**src/flash_ctl_pkg.sv**
```systemverilog
// Package of command codes, status bit positions and bus timing for the flash controller
package flash_ctl_pkg;
  localparam int ADDR_W = 16;
  localparam int DATA_W = 8;
  localparam logic [7:0] CMD_READ      = 8'h00;
  localparam logic [7:0] CMD_RESET     = 8'hFF;
  localparam logic [7:0] CMD_AUTOSEL   = 8'h90;
  localparam logic [7:0] CMD_ERASE     = 8'h30;
  localparam logic [7:0] CMD_PROG      = 8'h10;
  localparam logic [ADDR_W-1:0] ID_MFR_ADDR = 16'h0000;
  localparam logic [ADDR_W-1:0] ID_DEV_ADDR = 16'h0001;
  localparam int POLL_BIT    = 7;
  localparam int FLIP_BIT    = 6;
  localparam int FAIL_BIT    = 5;
  localparam int T_STROBE_NS = 60;
  localparam int CLK_NS      = 20;
  localparam int STROBE_CYC  = (T_STROBE_NS + CLK_NS - 1) / CLK_NS;
  typedef enum logic [2:0] {
    OP_READ  = 3'h0,
    OP_PROG  = 3'h1,
    OP_ERASE = 3'h2,
    OP_ID    = 3'h3,
    OP_RESET = 3'h4
  } op_t;
endpackage

```
**src/flash_bus_if.sv**
```systemverilog
// Interface joining the sequencer to the bus cycle engine
`timescale 1ns/1ps
interface flash_bus_if;
  logic        start;
  logic        wr;
  logic [15:0] addr;
  logic [7:0]  wdata;
  logic [7:0]  rdata;
  logic        done;
  modport seq (output start, output wr, output addr, output wdata, input rdata, input done);
  modport eng (input start, input wr, input addr, input wdata, output rdata, output done);
endinterface

```
**src/flash_cycle.sv**
```systemverilog
// Bus cycle engine: one write or read cycle on the flash pins
`timescale 1ns/1ps
module flash_cycle
  import flash_ctl_pkg::*;
(
  input  wire logic i_clk,
  input  wire logic i_rst,
  input  wire logic i_ce,
  flash_bus_if.eng  bus,
  input  wire logic [7:0] i_dq,
  output logic [15:0] o_a,
  output logic [7:0]  o_dq,
  output logic        o_dq_oe,
  output logic        o_ce_n,
  output logic        o_oe_n,
  output logic        o_we_n
);
  typedef enum logic [2:0] {S_IDLE = 3'b001, S_ACT = 3'b010, S_REC = 3'b100} cyc_t;
  cyc_t       st_r, st_nxt;
  logic [3:0] cnt_r, cnt_nxt;
  logic       wr_r, wr_nxt;
  logic [7:0] s1_r, s2_r, s3_r, rd_r, rd_nxt;
  always_comb begin
    st_nxt  = st_r;
    cnt_nxt = cnt_r;
    wr_nxt  = wr_r;
    rd_nxt  = rd_r;
    case (st_r)
      S_IDLE: if (bus.start) begin
        st_nxt  = S_ACT;
        wr_nxt  = bus.wr;
        cnt_nxt = 4'(STROBE_CYC + 2);
      end
      S_ACT: if (cnt_r == 4'h0) begin
        st_nxt  = S_REC;
        cnt_nxt = 4'(STROBE_CYC);
        if (s2_r == s3_r) rd_nxt = s3_r;
      end else cnt_nxt = cnt_r - 4'h1;
      S_REC: if (cnt_r == 4'h0) st_nxt = S_IDLE;
             else cnt_nxt = cnt_r - 4'h1;
      default: st_nxt = S_IDLE;
    endcase
  end
  always_ff @(posedge i_clk) begin
    if (i_rst) begin
      st_r <= S_IDLE; cnt_r <= 4'h0; wr_r <= 1'b0; rd_r <= 8'h00;
      s1_r <= 8'h00; s2_r <= 8'h00; s3_r <= 8'h00;
      o_a <= 16'h0000; o_dq <= 8'h00; o_dq_oe <= 1'b0;
      o_ce_n <= 1'b1; o_oe_n <= 1'b1; o_we_n <= 1'b1;
    end else if (i_ce) begin
      st_r <= st_nxt; cnt_r <= cnt_nxt; wr_r <= wr_nxt; rd_r <= rd_nxt;
      s1_r <= i_dq; s2_r <= s1_r; s3_r <= s2_r;
      if (st_r == S_IDLE && bus.start) begin
        o_a <= bus.addr; o_dq <= bus.wdata; o_dq_oe <= bus.wr; o_ce_n <= 1'b0;
      end
      o_we_n <= !(st_nxt == S_ACT && wr_nxt);
      o_oe_n <= !(st_nxt == S_ACT && !wr_nxt);
      if (st_nxt == S_IDLE) begin
        o_ce_n <= 1'b1; o_dq_oe <= 1'b0;
      end
    end
  end
  assign bus.done  = (st_r == S_REC) && (cnt_r == 4'h0);
  assign bus.rdata = rd_r;
endmodule // flash_cycle

```
**src/flash_status_reset_autoselect.sv**
```systemverilog
// Host controller sequencing commands and status polling of a bulk-erase flash
`timescale 1ns/1ps
// Function
// - Recheck completion bit after failure seen
// - Read data back from finished devices
// - Reset twice after program setup
// - Single reset aborts other commands
// - Host reset writes the reset code, then the read code
// - Auto-select code enters identification mode
// - Identification persists until next command
// - Erase needs erase code twice
// - Write after setup starts program
module flash_status_reset_autoselect
  import flash_ctl_pkg::*;
(
  input  wire logic                 i_clk,
  input  wire logic                 i_rst,
  input  wire logic                 i_ce,
  input  wire logic                 i_req,
  input  wire flash_ctl_pkg::op_t   i_op,
  input  wire logic [15:0]          i_addr,
  input  wire logic [7:0]           i_data,
  output logic                      o_busy,
  output logic                      o_done,
  output logic                      o_fail,
  output logic [7:0]                o_rdata,
  input  wire logic [7:0]           i_dq,
  output logic [15:0]               o_a,
  output logic [7:0]                o_dq,
  output logic                      o_dq_oe,
  output logic                      o_ce_n,
  output logic                      o_oe_n,
  output logic                      o_we_n
);
  import flash_ctl_pkg::*;
  // ************************************************
  // Sequencer
  // ************************************************
  typedef enum logic [6:0] {
    Q_IDLE = 7'b0000001, Q_CMD1 = 7'b0000010, Q_CMD2 = 7'b0000100,
    Q_POLL = 7'b0001000, Q_READ = 7'b0010000, Q_CHK  = 7'b0100000,
    Q_FIN  = 7'b1000000
  } seq_t;
  flash_bus_if bus ();
  seq_t        st_r, st_nxt;
  op_t         op_r, op_nxt;
  logic [15:0] a_r, a_nxt;
  logic [7:0]  d_r, d_nxt, rd_r, rd_nxt;
  logic        fail_r, fail_nxt, done_r, done_nxt, go_r, go_nxt;
  function automatic logic poll_ok(input op_t op, input logic [7:0] v, input logic [7:0] d);
    poll_ok = (op == OP_ERASE) ? v[POLL_BIT] : (v[POLL_BIT] == d[POLL_BIT]);
  endfunction
  always_comb begin
    st_nxt = st_r; op_nxt = op_r; a_nxt = a_r; d_nxt = d_r; rd_nxt = rd_r;
    fail_nxt = fail_r; done_nxt = 1'b0; go_nxt = 1'b0;
    case (st_r)
      Q_IDLE: if (i_req) begin
        op_nxt = i_op; a_nxt = i_addr; d_nxt = i_data; fail_nxt = 1'b0; go_nxt = 1'b1;
        st_nxt = (i_op == OP_READ) ? Q_READ : Q_CMD1;
      end
      Q_CMD1: if (bus.done) begin
        go_nxt = (op_r != OP_ID);
        st_nxt = (op_r == OP_ID) ? Q_FIN : Q_CMD2;
      end
      Q_CMD2: if (bus.done) begin
        go_nxt = (op_r != OP_RESET);
        st_nxt = (op_r == OP_RESET) ? Q_FIN : Q_POLL;
      end
      Q_POLL: if (bus.done) begin
        go_nxt = 1'b1;
        if (bus.rdata[FAIL_BIT]) st_nxt = Q_CHK;
        else if (poll_ok(op_r, bus.rdata, d_r)) st_nxt = Q_READ;
      end
      Q_CHK: if (bus.done) begin
        if (!poll_ok(op_r, bus.rdata, d_r)) fail_nxt = 1'b1;
        go_nxt = 1'b1;
        st_nxt = Q_READ;
      end
      Q_READ: if (bus.done) begin
        rd_nxt = bus.rdata;
        st_nxt = Q_FIN;
      end
      Q_FIN: begin
        done_nxt = 1'b1;
        st_nxt = Q_IDLE;
      end
      default: st_nxt = Q_IDLE;
    endcase
  end
  always_ff @(posedge i_clk) begin
    if (i_rst) begin
      st_r <= Q_IDLE; op_r <= OP_READ; a_r <= 16'h0000; d_r <= 8'h00; rd_r <= 8'h00;
      fail_r <= 1'b0; done_r <= 1'b0; go_r <= 1'b0;
    end else if (i_ce) begin
      st_r <= st_nxt; op_r <= op_nxt; a_r <= a_nxt; d_r <= d_nxt; rd_r <= rd_nxt;
      fail_r <= fail_nxt; done_r <= done_nxt; go_r <= go_nxt;
    end
  end
  // ************************************************
  // Cycle request mapping
  // ************************************************
  logic       is_wr;
  logic [7:0] wd;
  always_comb begin
    is_wr = 1'b0;
    wd    = CMD_READ;
    case (st_r)
      Q_CMD1: begin
        is_wr = 1'b1;
        case (op_r)
          OP_PROG:  wd = CMD_PROG;
          OP_ERASE: wd = CMD_ERASE;
          OP_ID:    wd = CMD_AUTOSEL;
          default:  wd = CMD_RESET;
        endcase
      end
      Q_CMD2: begin
        is_wr = 1'b1;
        case (op_r)
          OP_PROG:  wd = d_r;
          OP_ERASE: wd = CMD_ERASE;
          default:  wd = CMD_READ;
        endcase
      end
      default: is_wr = 1'b0;
    endcase
  end
  assign bus.start = go_r;
  assign bus.wr    = is_wr;
  assign bus.addr  = a_r;
  assign bus.wdata = wd;
  flash_cycle u_cycle (
    .i_clk   (i_clk),
    .i_rst   (i_rst),
    .i_ce    (i_ce),
    .bus     (bus),
    .i_dq    (i_dq),
    .o_a     (o_a),
    .o_dq    (o_dq),
    .o_dq_oe (o_dq_oe),
    .o_ce_n  (o_ce_n),
    .o_oe_n  (o_oe_n),
    .o_we_n  (o_we_n)
  );
  assign o_busy  = (st_r != Q_IDLE);
  assign o_done  = done_r;
  assign o_fail  = fail_r;
  assign o_rdata = rd_r;
endmodule // flash_status_reset_autoselect

```
**config.mk**
```make
export PLATFORM = sky130hd
export DESIGN_NAME = flash_status_reset_autoselect
export DESIGN_NICKNAME = d
export VERILOG_FILES = /design/src/flash_ctl_pkg.sv /design/src/flash_bus_if.sv /design/src/flash_cycle.sv /design/src/flash_status_reset_autoselect.sv
export SDC_FILE = /design/constraint.sdc
export NUM_CORES = 1
export LEC_CHECK = 0
export ABC_AREA = 1
export BUFFER_PORTS_ARGS = -buffer_cell sky130_fd_sc_hd__buf_2
export CELL_PAD_IN_SITES_DETAIL_PLACEMENT = 1
export CELL_PAD_IN_SITES_GLOBAL_PLACEMENT = 1
export CORE_MARGIN = 2
export CORE_UTILIZATION = 41
export CTS_CLUSTER_SIZE = 8
export DETAILED_ROUTE_END_ITERATION = 10
export MAX_ROUTING_LAYER = met4
export PLACE_DENSITY = 0.91
export RECOVER_POWER = 50
export SLEW_MARGIN = 20
export SYNTH_ARGS = -nofsm -noshare
export SYNTH_HDL_FRONTEND = slang
export SYNTH_SLANG_ARGS = --single-unit
```
**constraint.sdc**
```tcl
create_clock -name i_clk -period 2 [get_ports i_clk]
set_clock_uncertainty 0.1 [all_clocks]
set_input_delay 0.2 -clock i_clk [delete_from_list [all_inputs] [get_ports i_clk]]
set_output_delay 0.2 -clock i_clk [all_outputs]
set_load 0.02 [all_outputs]
```
==> flow_summary.toml, run 1 <==
[sta]
setup_slack_ns = 0.0334
holdWs_ns = 0.0550
fmax_ghz = 0.508
finalCritPeriodShare_pct = 98.3
grt_setup_unrepaired = "true"
slew_violations = 0
worst_slew_pin_slew_ns = 0.624
setup_viol = 0
slew_headroom_pct = 58.4
fin_crit_ns = 1.97
hold_viol = 0

[yosys]
synth_edf_count = 0
syn_area_sq_um = 4840
synth_seq_cells = 113
yosys_warnings = 0
synth_top_cell_area_share_pct = 46.7
yosysUniqueCellTypes = 35
ys_seq_area_share_pct = 46.7
yosysTopAreaCell = "dfxtp_1"
syn_inst = 646
synthTopCellsByArea = "dfxtp_1 (47%), nand2_1 (8.5%), nor2_1 (7.7%)"
synthesis.nets = 687
synth_area_per_cell_sq_um = 7.49
yosysMostFrequentCell = "dfxtp_1"
ys_async_sr_fraction_pct = 0
synth-main-ff-cell = "dfxtp_1"
synth_common_cells = "dfxtp_1 (113), nand2_1 (109), nor2_1 (99)"

[drt]
avgRoutedWirePerCell_um = 21.6
via_count = 5247
firstDrtPassIters = 6
vias_per_cell = 5.75
detail-route-antenna-nets = 0
drt_iter0_markers = 472
post-route-drc-count = 0
drt_wl_total_um = 19700

[clock_network]
cts_buffer_depth = 2
clkTransAtPathRegs_ns = 0.06
cts_tree = "yes"
cts_sinks = 113
root_buffer = "clkbuf_16"
htreeDepth = 4
cts_made_buffers = 17
clk_latency_ns = 0.43

[global_route]
antenna_found_initial = 0
grt_pass1_vias = 5555
gr-total-overflow = 0
grtUsageTotal_pct = 32.0
grt_max_degree = 67
grt_pass1_wl_um = 30400

[critical_path]
slowest_delay_ns = 0.37
critPathTopFamily = "simple AND/OR/NAND/NOR gates"
crit_path_frequent_cell = "nor2_1"
cp_cell_sequence = "inv_1, ha_1, nand2_4, nor2_8, nor2_1, o21ai_2, nor2_2, o21ai_0, nor2_1"
worstPathRequired_ns = 2.26
start_kind = "flip-flop"
reg2regPathDepth = 9
cp_num_buf_inv = 1
crit_type = "reg -> reg"
crit_arrival_ns = 2.23
path_depth = 9
end_kind = "flip-flop"
crit_fanout = 5
cp_slowest_cell = "dfxtp_2"

[pwr]
power_density_nw_per_um2 = 1130
ir_worst_vdd_uv = 921
power_leakage_uw = 0.00257

[finish]
instances_no_fill = 913
synthToLayoutAreaGrowth_pct = 30.4
final_nets = 798
final_cell_area_sq_um = 6310
num_antenna_cells = 0
drive_gt1_share_pct = 17.4

[min_path]
worstHoldPathType = "in -> reg"
whs_path_depth = 3

[floorplanning]
start_util_pct = 42.2
die_h_um = 113
core_sq_um = 11500
io_pins = 78
die_area_sq_um = 12700
rows = 39
die_w_um = 113

[placed_design]
placed_area_sq_um = 5310
gp_congestion = 0.897
dp_slack_ns = 0.0900
dp.cells = 845
io_buffer_count = 77
dp_hpwl_um = 9680

[outcome]
outcome = "finished, final reports clean"

[flow_run]
drv_cap = 0
## layout make-up
cell class / count / area [sq um]
timing repair buffer: 124 / 778
fill: 1409 / 5160
tap: 143 / 179
inverter: 58 / 225
sequential: 113 / 2260
clock inverter: 13 / 208
multi-input combinational: 443 / 2200
clock buffer: 19 / 453
## power by group
part | internal, uW | leakage (uW) | switching, uW | total [uW]
Clock | 2280 | 0.000312 | 1220 | 3490
Sequential | 2390 | 0.000920 | 119 | 2510
Combinational | 359 | 0.00134 | 751 | 1110
## worst min-delay path, stage by stage
cell and delay, ns:
buf_2 0.11, nand3_1 0.10, a21oi_1 0.11
## worst paths after layout
check / from / end / slack (ns)
setup reg to reg: u_cycle.cnt_r[0]$_SDFFE_PP0P_ / u_cycle.cnt_r[1]$_SDFFE_PP0P_ / 0.03
setup / recovery: u_cycle.cnt_r[0]$_SDFFE_PP0P_ / u_cycle.cnt_r[1]$_SDFFE_PP0P_ / 0.03
hold reg to reg: d_r[4]$_SDFFE_PP0P_ / d_r[4]$_SDFFE_PP0P_ / 0.36
hold / removal: i_data[0] / d_r[0]$_SDFFE_PP0P_ / 0.06
## routing by layer
metal	wire (um)	vias up	share of wire, %	global-route usage [%]
met5	0	-	0	-
met4	1300	0	6.6	22.6
met3	1040	111	5.3	6.59
met2	9810	276	50	52.7
met1	7530	2537	38	34.4
li1	-	2323	-	-
## repair_timing
action / CTS / global route
setup buffers: 0 / 2
endpoints found under the setup margin: 4 / 29
endpoints found under the hold margin: 33 / 1
pin swaps: 0 / 2
gates resized for setup: 1 / 17
hold buffers: 33 / 1
## flip-flops by register name, summed over array words and instances (netlist names), 3 cells and up
signal             count
d_r                    8
u_cycle.cnt_r          4
u_cycle.o_a           16
op_r                   3
u_cycle.bus.rdata      8
u_cycle.st_r           3
u_cycle.s2_r           8
a_r                   16
st_r                   7
u_cycle.s1_r           8
u_cycle.o_dq           8
o_rdata                8
u_cycle.s3_r           8
## cells in the final DEF (no fill, tap or decap), types with 3 or more instances in the layout
cell / netlist / final
nand4_1: 7 / 7
clkbuf_1: 19 / 39
xor2_1: 3 / 3
nor2_4: 7 / 7
nand2_1: 109 / 108
dlygate4sd3_1: 0 / 34
clkbuf_16: 0 / 17
nand2_2: 6 / 7
dfxtp_1: 113 / 112
clkinvlp_4: 0 / 4
buf_4: 1 / 12
nor2_2: 7 / 10
nor3_1: 3 / 3
nand3_1: 48 / 47
inv_2: 9 / 8
inv_1: 49 / 48
bufinv_16: 0 / 5
buf_2: 4 / 38
xnor2_1: 3 / 3
o21ai_1: 2 / 5
o21ai_0: 57 / 53
o211ai_1: 9 / 9
nor2_1: 99 / 96
a21oi_1: 63 / 63
or2_2: 5 / 5
## through the flow
stage                     utilization [%]  total power [uW]  setup TNS (ns)
after CTS                            55.0              6970               0
after floorplan                         -              3240               0
after global placement               46.3              3410               0
after detailed placement             46.3              3470               0
after global routing                 55.0              7330          -0.116
final                                55.0              7110               0
## kinds of logic (layout without fill, tap and decap cells)
kind of cell / count (synthesis) / after routing / share of synthesized area [%]
AO/OA/AOI/OAI: 133 / 133 / 14.3
XOR/XNOR: 6 / 6 / 1.09
adder cells (fa/ha/maj): 2 / 2 / 0.517
buffers and inverters: 90 / 214 / 8.09
flip-flops: 113 / 113 / 46.7
AND/OR/NAND/NOR: 302 / 302 / 29.3
(Power assumes the default switching activity.)
==> inputs of run 2 (changes only) <==
--- a/config.mk
+++ b/config.mk
@@ -5,16 +5,15 @@
 export SDC_FILE = /design/constraint.sdc
 export NUM_CORES = 1
 export LEC_CHECK = 0
-export ABC_AREA = 1
 export BUFFER_PORTS_ARGS = -buffer_cell sky130_fd_sc_hd__buf_2
 export CELL_PAD_IN_SITES_DETAIL_PLACEMENT = 1
 export CELL_PAD_IN_SITES_GLOBAL_PLACEMENT = 1
 export CORE_MARGIN = 2
-export CORE_UTILIZATION = 41
+export CORE_UTILIZATION = 42
 export CTS_CLUSTER_SIZE = 8
 export DETAILED_ROUTE_END_ITERATION = 10
 export MAX_ROUTING_LAYER = met4
-export PLACE_DENSITY = 0.91
+export PLACE_DENSITY = 0.9
 export RECOVER_POWER = 50
 export SLEW_MARGIN = 20
 export SYNTH_ARGS = -nofsm -noshare
==> flow_summary.toml, run 2 <==
[drt]
firstDrtPassIters = 5
drt_wl_total_um = 22500
drt_iter0_markers = 518
vias_per_cell = 6.05
detail-route-antenna-nets = 0
avgRoutedWirePerCell_um = 26.6
via_count = 5106
post-route-drc-count = 0

[floorplanning]
die_w_um = 111
core_sq_um = 11000
io_pins = 78
die_h_um = 111
rows = 38
start_util_pct = 43.6
die_area_sq_um = 12300

[yosys]
synth_common_cells = "dfxtp_1 (113), nand2_1 (100), nor2_1 (64)"
yosysMostFrequentCell = "dfxtp_1"
ys_seq_area_share_pct = 47.3
yosys_warnings = 0
syn_area_sq_um = 4780
synth-main-ff-cell = "dfxtp_1"
synth_edf_count = 0
synth_area_per_cell_sq_um = 8.73
synthTopCellsByArea = "dfxtp_1 (47%), mux2i_1 (9.0%), nand2_1 (7.8%)"
yosysTopAreaCell = "dfxtp_1"
synth_top_cell_area_share_pct = 47.3
syn_inst = 548
synth_seq_cells = 113
ys_async_sr_fraction_pct = 0
yosysUniqueCellTypes = 60
synthesis.nets = 589

[min_path]
hp-start = "i_ce"
worst_hold_path.endpoint = "o_fail$_SDFFE_PP0P_"
whs_path_depth = 3
worstHoldPathType = "in -> reg"

[global_route]
grt_pass1_wl_um = 30200
grt_pass1_vias = 5338
grtUsageTotal_pct = 32.2
grt_max_degree = 64
antenna_found_initial = 1
gr-total-overflow = 0

[sta]
fin_crit_ns = 2.14
hold_viol = 0
setup_slack_ns = -0.139
worst_slew_pin_slew_ns = 0.734
holdWs_ns = 0.199
fmax_ghz = 0.467
slew_violations = 0
grt_setup_unrepaired = "true"
finalSetupTns_ns = -1.11
finalCritPeriodShare_pct = 107
setup_viol = 22
slew_headroom_pct = 51.0

[clock_network]
root_buffer = "clkbuf_16"
clk_latency_ns = 0.43
cts_made_buffers = 17
cts_sinks = 113
cts_buffer_depth = 2
cts_tree = "yes"
htreeDepth = 4
clkTransAtPathRegs_ns = 0.06

[pwr]
power_frac_comb_pct = 17.5
p_switching_uw = 1940
power_leakage_uw = 0.00269
ir_worst_vdd_uv = 873
power_density_nw_per_um2 = 998
pwr-share-clk_pct = 45.9
p_int_uw = 4810
power.total_uw = 6750
p_seq_share_pct = 36.6
switching_share_pct = 28.7

[critical_path]
crit_type = "reg -> reg"
end_kind = "flip-flop"
r2r_start = "u_cycle.cnt_r[1]$_SDFFE_PP0P_"
crit_arrival_ns = 2.32
reg2reg_to = "o_rdata[2]$_SDFFE_PP0P_"
reg2regPathDepth = 8
worstPathRequired_ns = 2.18
reg2reg_slack_ns = -0.14
start_kind = "flip-flop"
crit_fanout = 8

[finish]
final_nets = 731
multi_input_area_sq_um = 2480
instances_no_fill = 844
final_common_cell = "dfxtp_1"
reg_top3 = "a_r x16, u_cycle.o_a x16"
synthToLayoutAreaGrowth_pct = 41.3
drive_gt1_share_pct = 28.7
most-common-layout-cells = "dfxtp_1 (107), nand2_1 (99), buf_2 (75), nor2_1 (62), a21oi_1 (53)"
seq_area_sq_um = 2270
num-fill-cells = 1220

[outcome]
violations = "negative setup slack"
outcome = "finished, violations left"

[placed_design]
dp_slack_ns = -0.0774
dp.cells = 763
dp_hpwl_um = 9440
gp_congestion = 0.891
io_buffer_count = 77

[flow_run]
drv_cap = 0
==> run 2: what timing repair did <==
item	4_1_cts	5_1_grt
resized for setup	12	41
buffers inserted	2	10
gates cloned	0	1
hold buffers	35	0
pin swaps	4	7
endpoints found under the hold margin	35	0
endpoints found under the setup margin	17	37
==> run 2: cells by family (layout without fill, tap and decap cells) <==
group,count (synthesis),after routing,synth area share [%]
compound gates,94,94,12.0
other cells,0,1,0
flops,113,113,47.3
fa+ha+maj,2,2,0.523
xor+xnor,12,12,2.20
buf+inv,46,201,4.03
mux,46,46,9.70
simple gates,235,235,24.3
==> run 2: area by class of cell <==
| class | instances | area share [%] |
|---|---|---|
| inverter | 9 | 0.500 |
| sequential | 113 | 33.7 |
| tap | 140 | 2.59 |
| timing repair buffer | 160 | 17.9 |
| antenna | 1 | 0.0370 |
| clock buffer | 23 | 7.07 |
| multi-input combinational | 389 | 36.7 |
| clock inverter | 9 | 1.57 |
==> run 2: how the worst max path moves through the flow <==
stage                     depth (start not counted)                      end                     startpoint  slack (ns)
after floorplan                                   8     st_r[1]$_SDFFE_PP0P_           st_r[3]$_SDFFE_PP0P_      0.0008
after global placement                            5     st_r[2]$_SDFFE_PP0P_           st_r[6]$_SDFFE_PP0P_        0.05
after detailed placement                          7     st_r[4]$_SDFFE_PP0P_  u_cycle.cnt_r[1]$_SDFFE_PP0P_       -0.08
after CTS                                         5     st_r[2]$_SDFFE_PP0P_           st_r[6]$_SDFFE_PP0P_       0.003
after global routing                              8  o_rdata[2]$_SDFFE_PP0P_  u_cycle.cnt_r[1]$_SDFFE_PP0P_       -0.20
final                                             8  o_rdata[2]$_SDFFE_PP0P_  u_cycle.cnt_r[1]$_SDFFE_PP0P_       -0.14
==> run 2: per-layer routing <==
metal	share of wire, %	wire length (um)	track usage, %	vias to the layer above
met2	51	11400	53.7	313
li1	-	-	-	2156
met1	38	8630	35.8	2541
met3	5.9	1320	6.78	96
met4	5.1	1140	18.3	0
met5	0	0	-	-
==> run 2: stage by stage <==
stage	cell area, sq um	util, %
floorplan	4790	-
global placement	5520	50.3
detailed placement	5520	50.3
CTS	6510	59.3
global route	6760	61.5
finish	6760	61.5
==> run 2: worst max-delay path, stage by stage, from the launching register on <==
cell,delay [ns]
dfxtp_2,0.33
inv_2,0.08
ha_4,0.12
nor3b_4,0.30
and3_4,0.31
and3_4,0.22
buf_12,0.15
mux2i_1,0.30
nor2_1,0.08
==> run 2: power groups by stage <==
stage / sequential [uW] / combinational, uW / clock (uW)
after floorplan: 2470 / 518 / 0
after global placement: 2470 / 814 / 0
after detailed placement: 2480 / 855 / 0
after CTS: 2440 / 956 / 3030
after global routing: 2470 / 1230 / 3190
final: 2470 / 1180 / 3100
==> inputs of run 3 (changes only) <==
--- a/config.mk
+++ b/config.mk
@@ -5,15 +5,17 @@
 export SDC_FILE = /design/constraint.sdc
 export NUM_CORES = 1
 export LEC_CHECK = 0
+export ABC_CLOCK_PERIOD_IN_PS = 2000
 export BUFFER_PORTS_ARGS = -buffer_cell sky130_fd_sc_hd__buf_2
 export CELL_PAD_IN_SITES_DETAIL_PLACEMENT = 1
 export CELL_PAD_IN_SITES_GLOBAL_PLACEMENT = 1
 export CORE_MARGIN = 2
-export CORE_UTILIZATION = 42
+export CORE_UTILIZATION = 30
 export CTS_CLUSTER_SIZE = 8
 export DETAILED_ROUTE_END_ITERATION = 10
+export HOLD_SLACK_MARGIN = 0.05
 export MAX_ROUTING_LAYER = met4
-export PLACE_DENSITY = 0.9
+export PLACE_DENSITY = 0.71
 export RECOVER_POWER = 50
 export SLEW_MARGIN = 20
 export SYNTH_ARGS = -nofsm -noshare
==> flow_summary.toml, run 3 (synthesized netlist as in run 2, its figures left out) <==
[outcome]
outcome = "finished, final reports clean"

[placed_design]
io_buffer_count = 77
gp_congestion = 0.830
placed_area_sq_um = 5660
dp.cells = 847
dp_hpwl_um = 9420

[critical_path]
start_kind = "flip-flop"
cp_slowest_cell = "dfxtp_4"
reg2reg_slack_ns = 0.03
cp_cell_sequence = "buf_4, nor3_4, and4b_1, buf_4, buf_4, and3_4, clkbuf_16, nand2_1, a21oi_1"
crit_fanout = 7
reg2regPathDepth = 9
end_kind = "flip-flop"
crit_path_frequent_cell = "buf_4"
slowest_delay_ns = 0.35
crit_start = "st_r[1]$_SDFFE_PP0P_"
worstPathRequired_ns = 2.25
crit_type = "reg -> reg"
crit_arrival_ns = 2.22
cp-endpoint = "a_r[0]$_SDFFE_PP0P_"
reg2reg_to = "a_r[0]$_SDFFE_PP0P_"
r2r_start = "st_r[1]$_SDFFE_PP0P_"

[global_route]
grtUsageTotal_pct = 17.3
grt_pass1_vias = 4476
grt_max_degree = 53
antenna_found_initial = 0
grt_pass1_wl_um = 21900
gr-total-overflow = 0

[pwr]
power_density_nw_per_um2 = 942
ir_worst_vdd_uv = 569
power_leakage_uw = 0.00254

[finish]
synthToLayoutAreaGrowth_pct = 41.9
drive_gt1_share_pct = 23.1
most-common-layout-cells = "dfxtp_1 (107), nand2_1 (99), nor2_1 (63), a21oi_1 (50)"
final_cell_area_sq_um = 6790
final_nets = 738
num_antenna_cells = 0
instances_no_fill = 925
final_common_cell = "dfxtp_1"
reg_top3 = "a_r x16, u_cycle.o_a x16"
num-fill-cells = 1843

[sta]
slew_violations = 0
hold_viol = 0
slew_headroom_pct = 70.1
finalCritPeriodShare_pct = 98.6
fmax_ghz = 0.507
setup_viol = 0
fin_crit_ns = 1.97
holdWs_ns = 0.124
finalSetupTns_ns = 0
worst_slew_pin_slew_ns = 0.449
grt_setup_unrepaired = "true"

[clock_network]
cts_sinks = 113
cts_buffer_depth = 2
htreeDepth = 4
clk_latency_ns = 0.42
cts_tree = "yes"
root_buffer = "clkbuf_16"
cts_made_buffers = 17
clkTransAtPathRegs_ns = 0.05

[drt]
vias_per_cell = 4.76
firstDrtPassIters = 6
post-route-drc-count = 0
drt_iter0_markers = 159
drt_wl_total_um = 14600
via_count = 4399
detail-route-antenna-nets = 0
avgRoutedWirePerCell_um = 15.8

[floorplanning]
die_w_um = 130
die_h_um = 130
core_sq_um = 15700
start_util_pct = 30.5
rows = 46
io_pins = 78
die_area_sq_um = 17000

[flow_run]
drv_cap = 0

[min_path]
worstHoldPathType = "in -> reg"
whs_path_depth = 2
-- run 3: changes by cell type in the layout (fill, tap and decap cells not counted), moves of 4 or more --
cell      previous run  this run
clkbuf_1             3        40
buf_4               37        43
buf_2               75        37
mux2i_1             39        43
-- run 3: worst min-delay path by stage --
stage                    from                      endpoint  slack [ns]
CTS                     i_rst  u_cycle.st_r[2]$_SDFFE_PP0P_        0.11
global route            i_rst        bus.start$_SDFFE_PP0P_        0.14
detailed placement    i_dq[6]  u_cycle.s1_r[6]$_SDFFE_PP0P_        0.35
finish                  i_rst  u_cycle.st_r[2]$_SDFFE_PP0P_        0.12
global placement      i_dq[3]  u_cycle.s1_r[3]$_SDFFE_PP0P_        0.33
floorplan           i_addr[0]           a_r[0]$_SDFFE_PP0P_        0.24
-- run 3: final cells by class --
class,count,area (sq um),share of cell area [%]
Timing Repair Buffer,167,1220,17.9
Sequential cell,113,2270,33.5
Inverter,9,33.8,0.497
Clock inverter,11,115,1.69
Clock buffer,20,447,6.58
Multi-Input combinational cell,389,2430,35.9
Tap cell,216,270,3.98
-- run 3: what timing repair did --
action                     CTS  global route
buffers inserted             5             2
hold buffers                37             0
gates resized for setup     10            28
cloned                       0             3
hold endpoints to repair    36             0
pin swaps                    4             9
setup endpoints to repair   20            54
-- run 3: through the flow --
step	utilization, %	setup slack [ns]	power, uW
after floorplan	-	0.000830	2990
after global placement	36.0	0.0505	3330
after detailed placement	36.0	-0.0691	3350
after CTS	42.4	0.00456	6350
after global routing	43.2	-0.0683	6670
final	43.2	0.0275	6400
-- run 3: power breakdown --
part,internal [uW],switching [uW],total [uW]
clock,1840,1030,2870
sequential,2360,82.6,2440
combinational,526,562,1090
total,4730,1670,6400
-- run 3: metal layers --
metal  up-vias  track usage, %  routed length (um)
met3        19            4.59                 614
met5         -               -                   0
met2        88            29.4                7360
met4         0            6.14                 233
li1       2170               -                   -
met1      2122            19.5                6430
-- run 3: worst max-delay path: cells and delay by family (launching register included) --
family	cells	cell delay, ns
buf+inv	4	0.57
flops	1	0.35
simple gates	4	0.76
compound gates	1	0.12
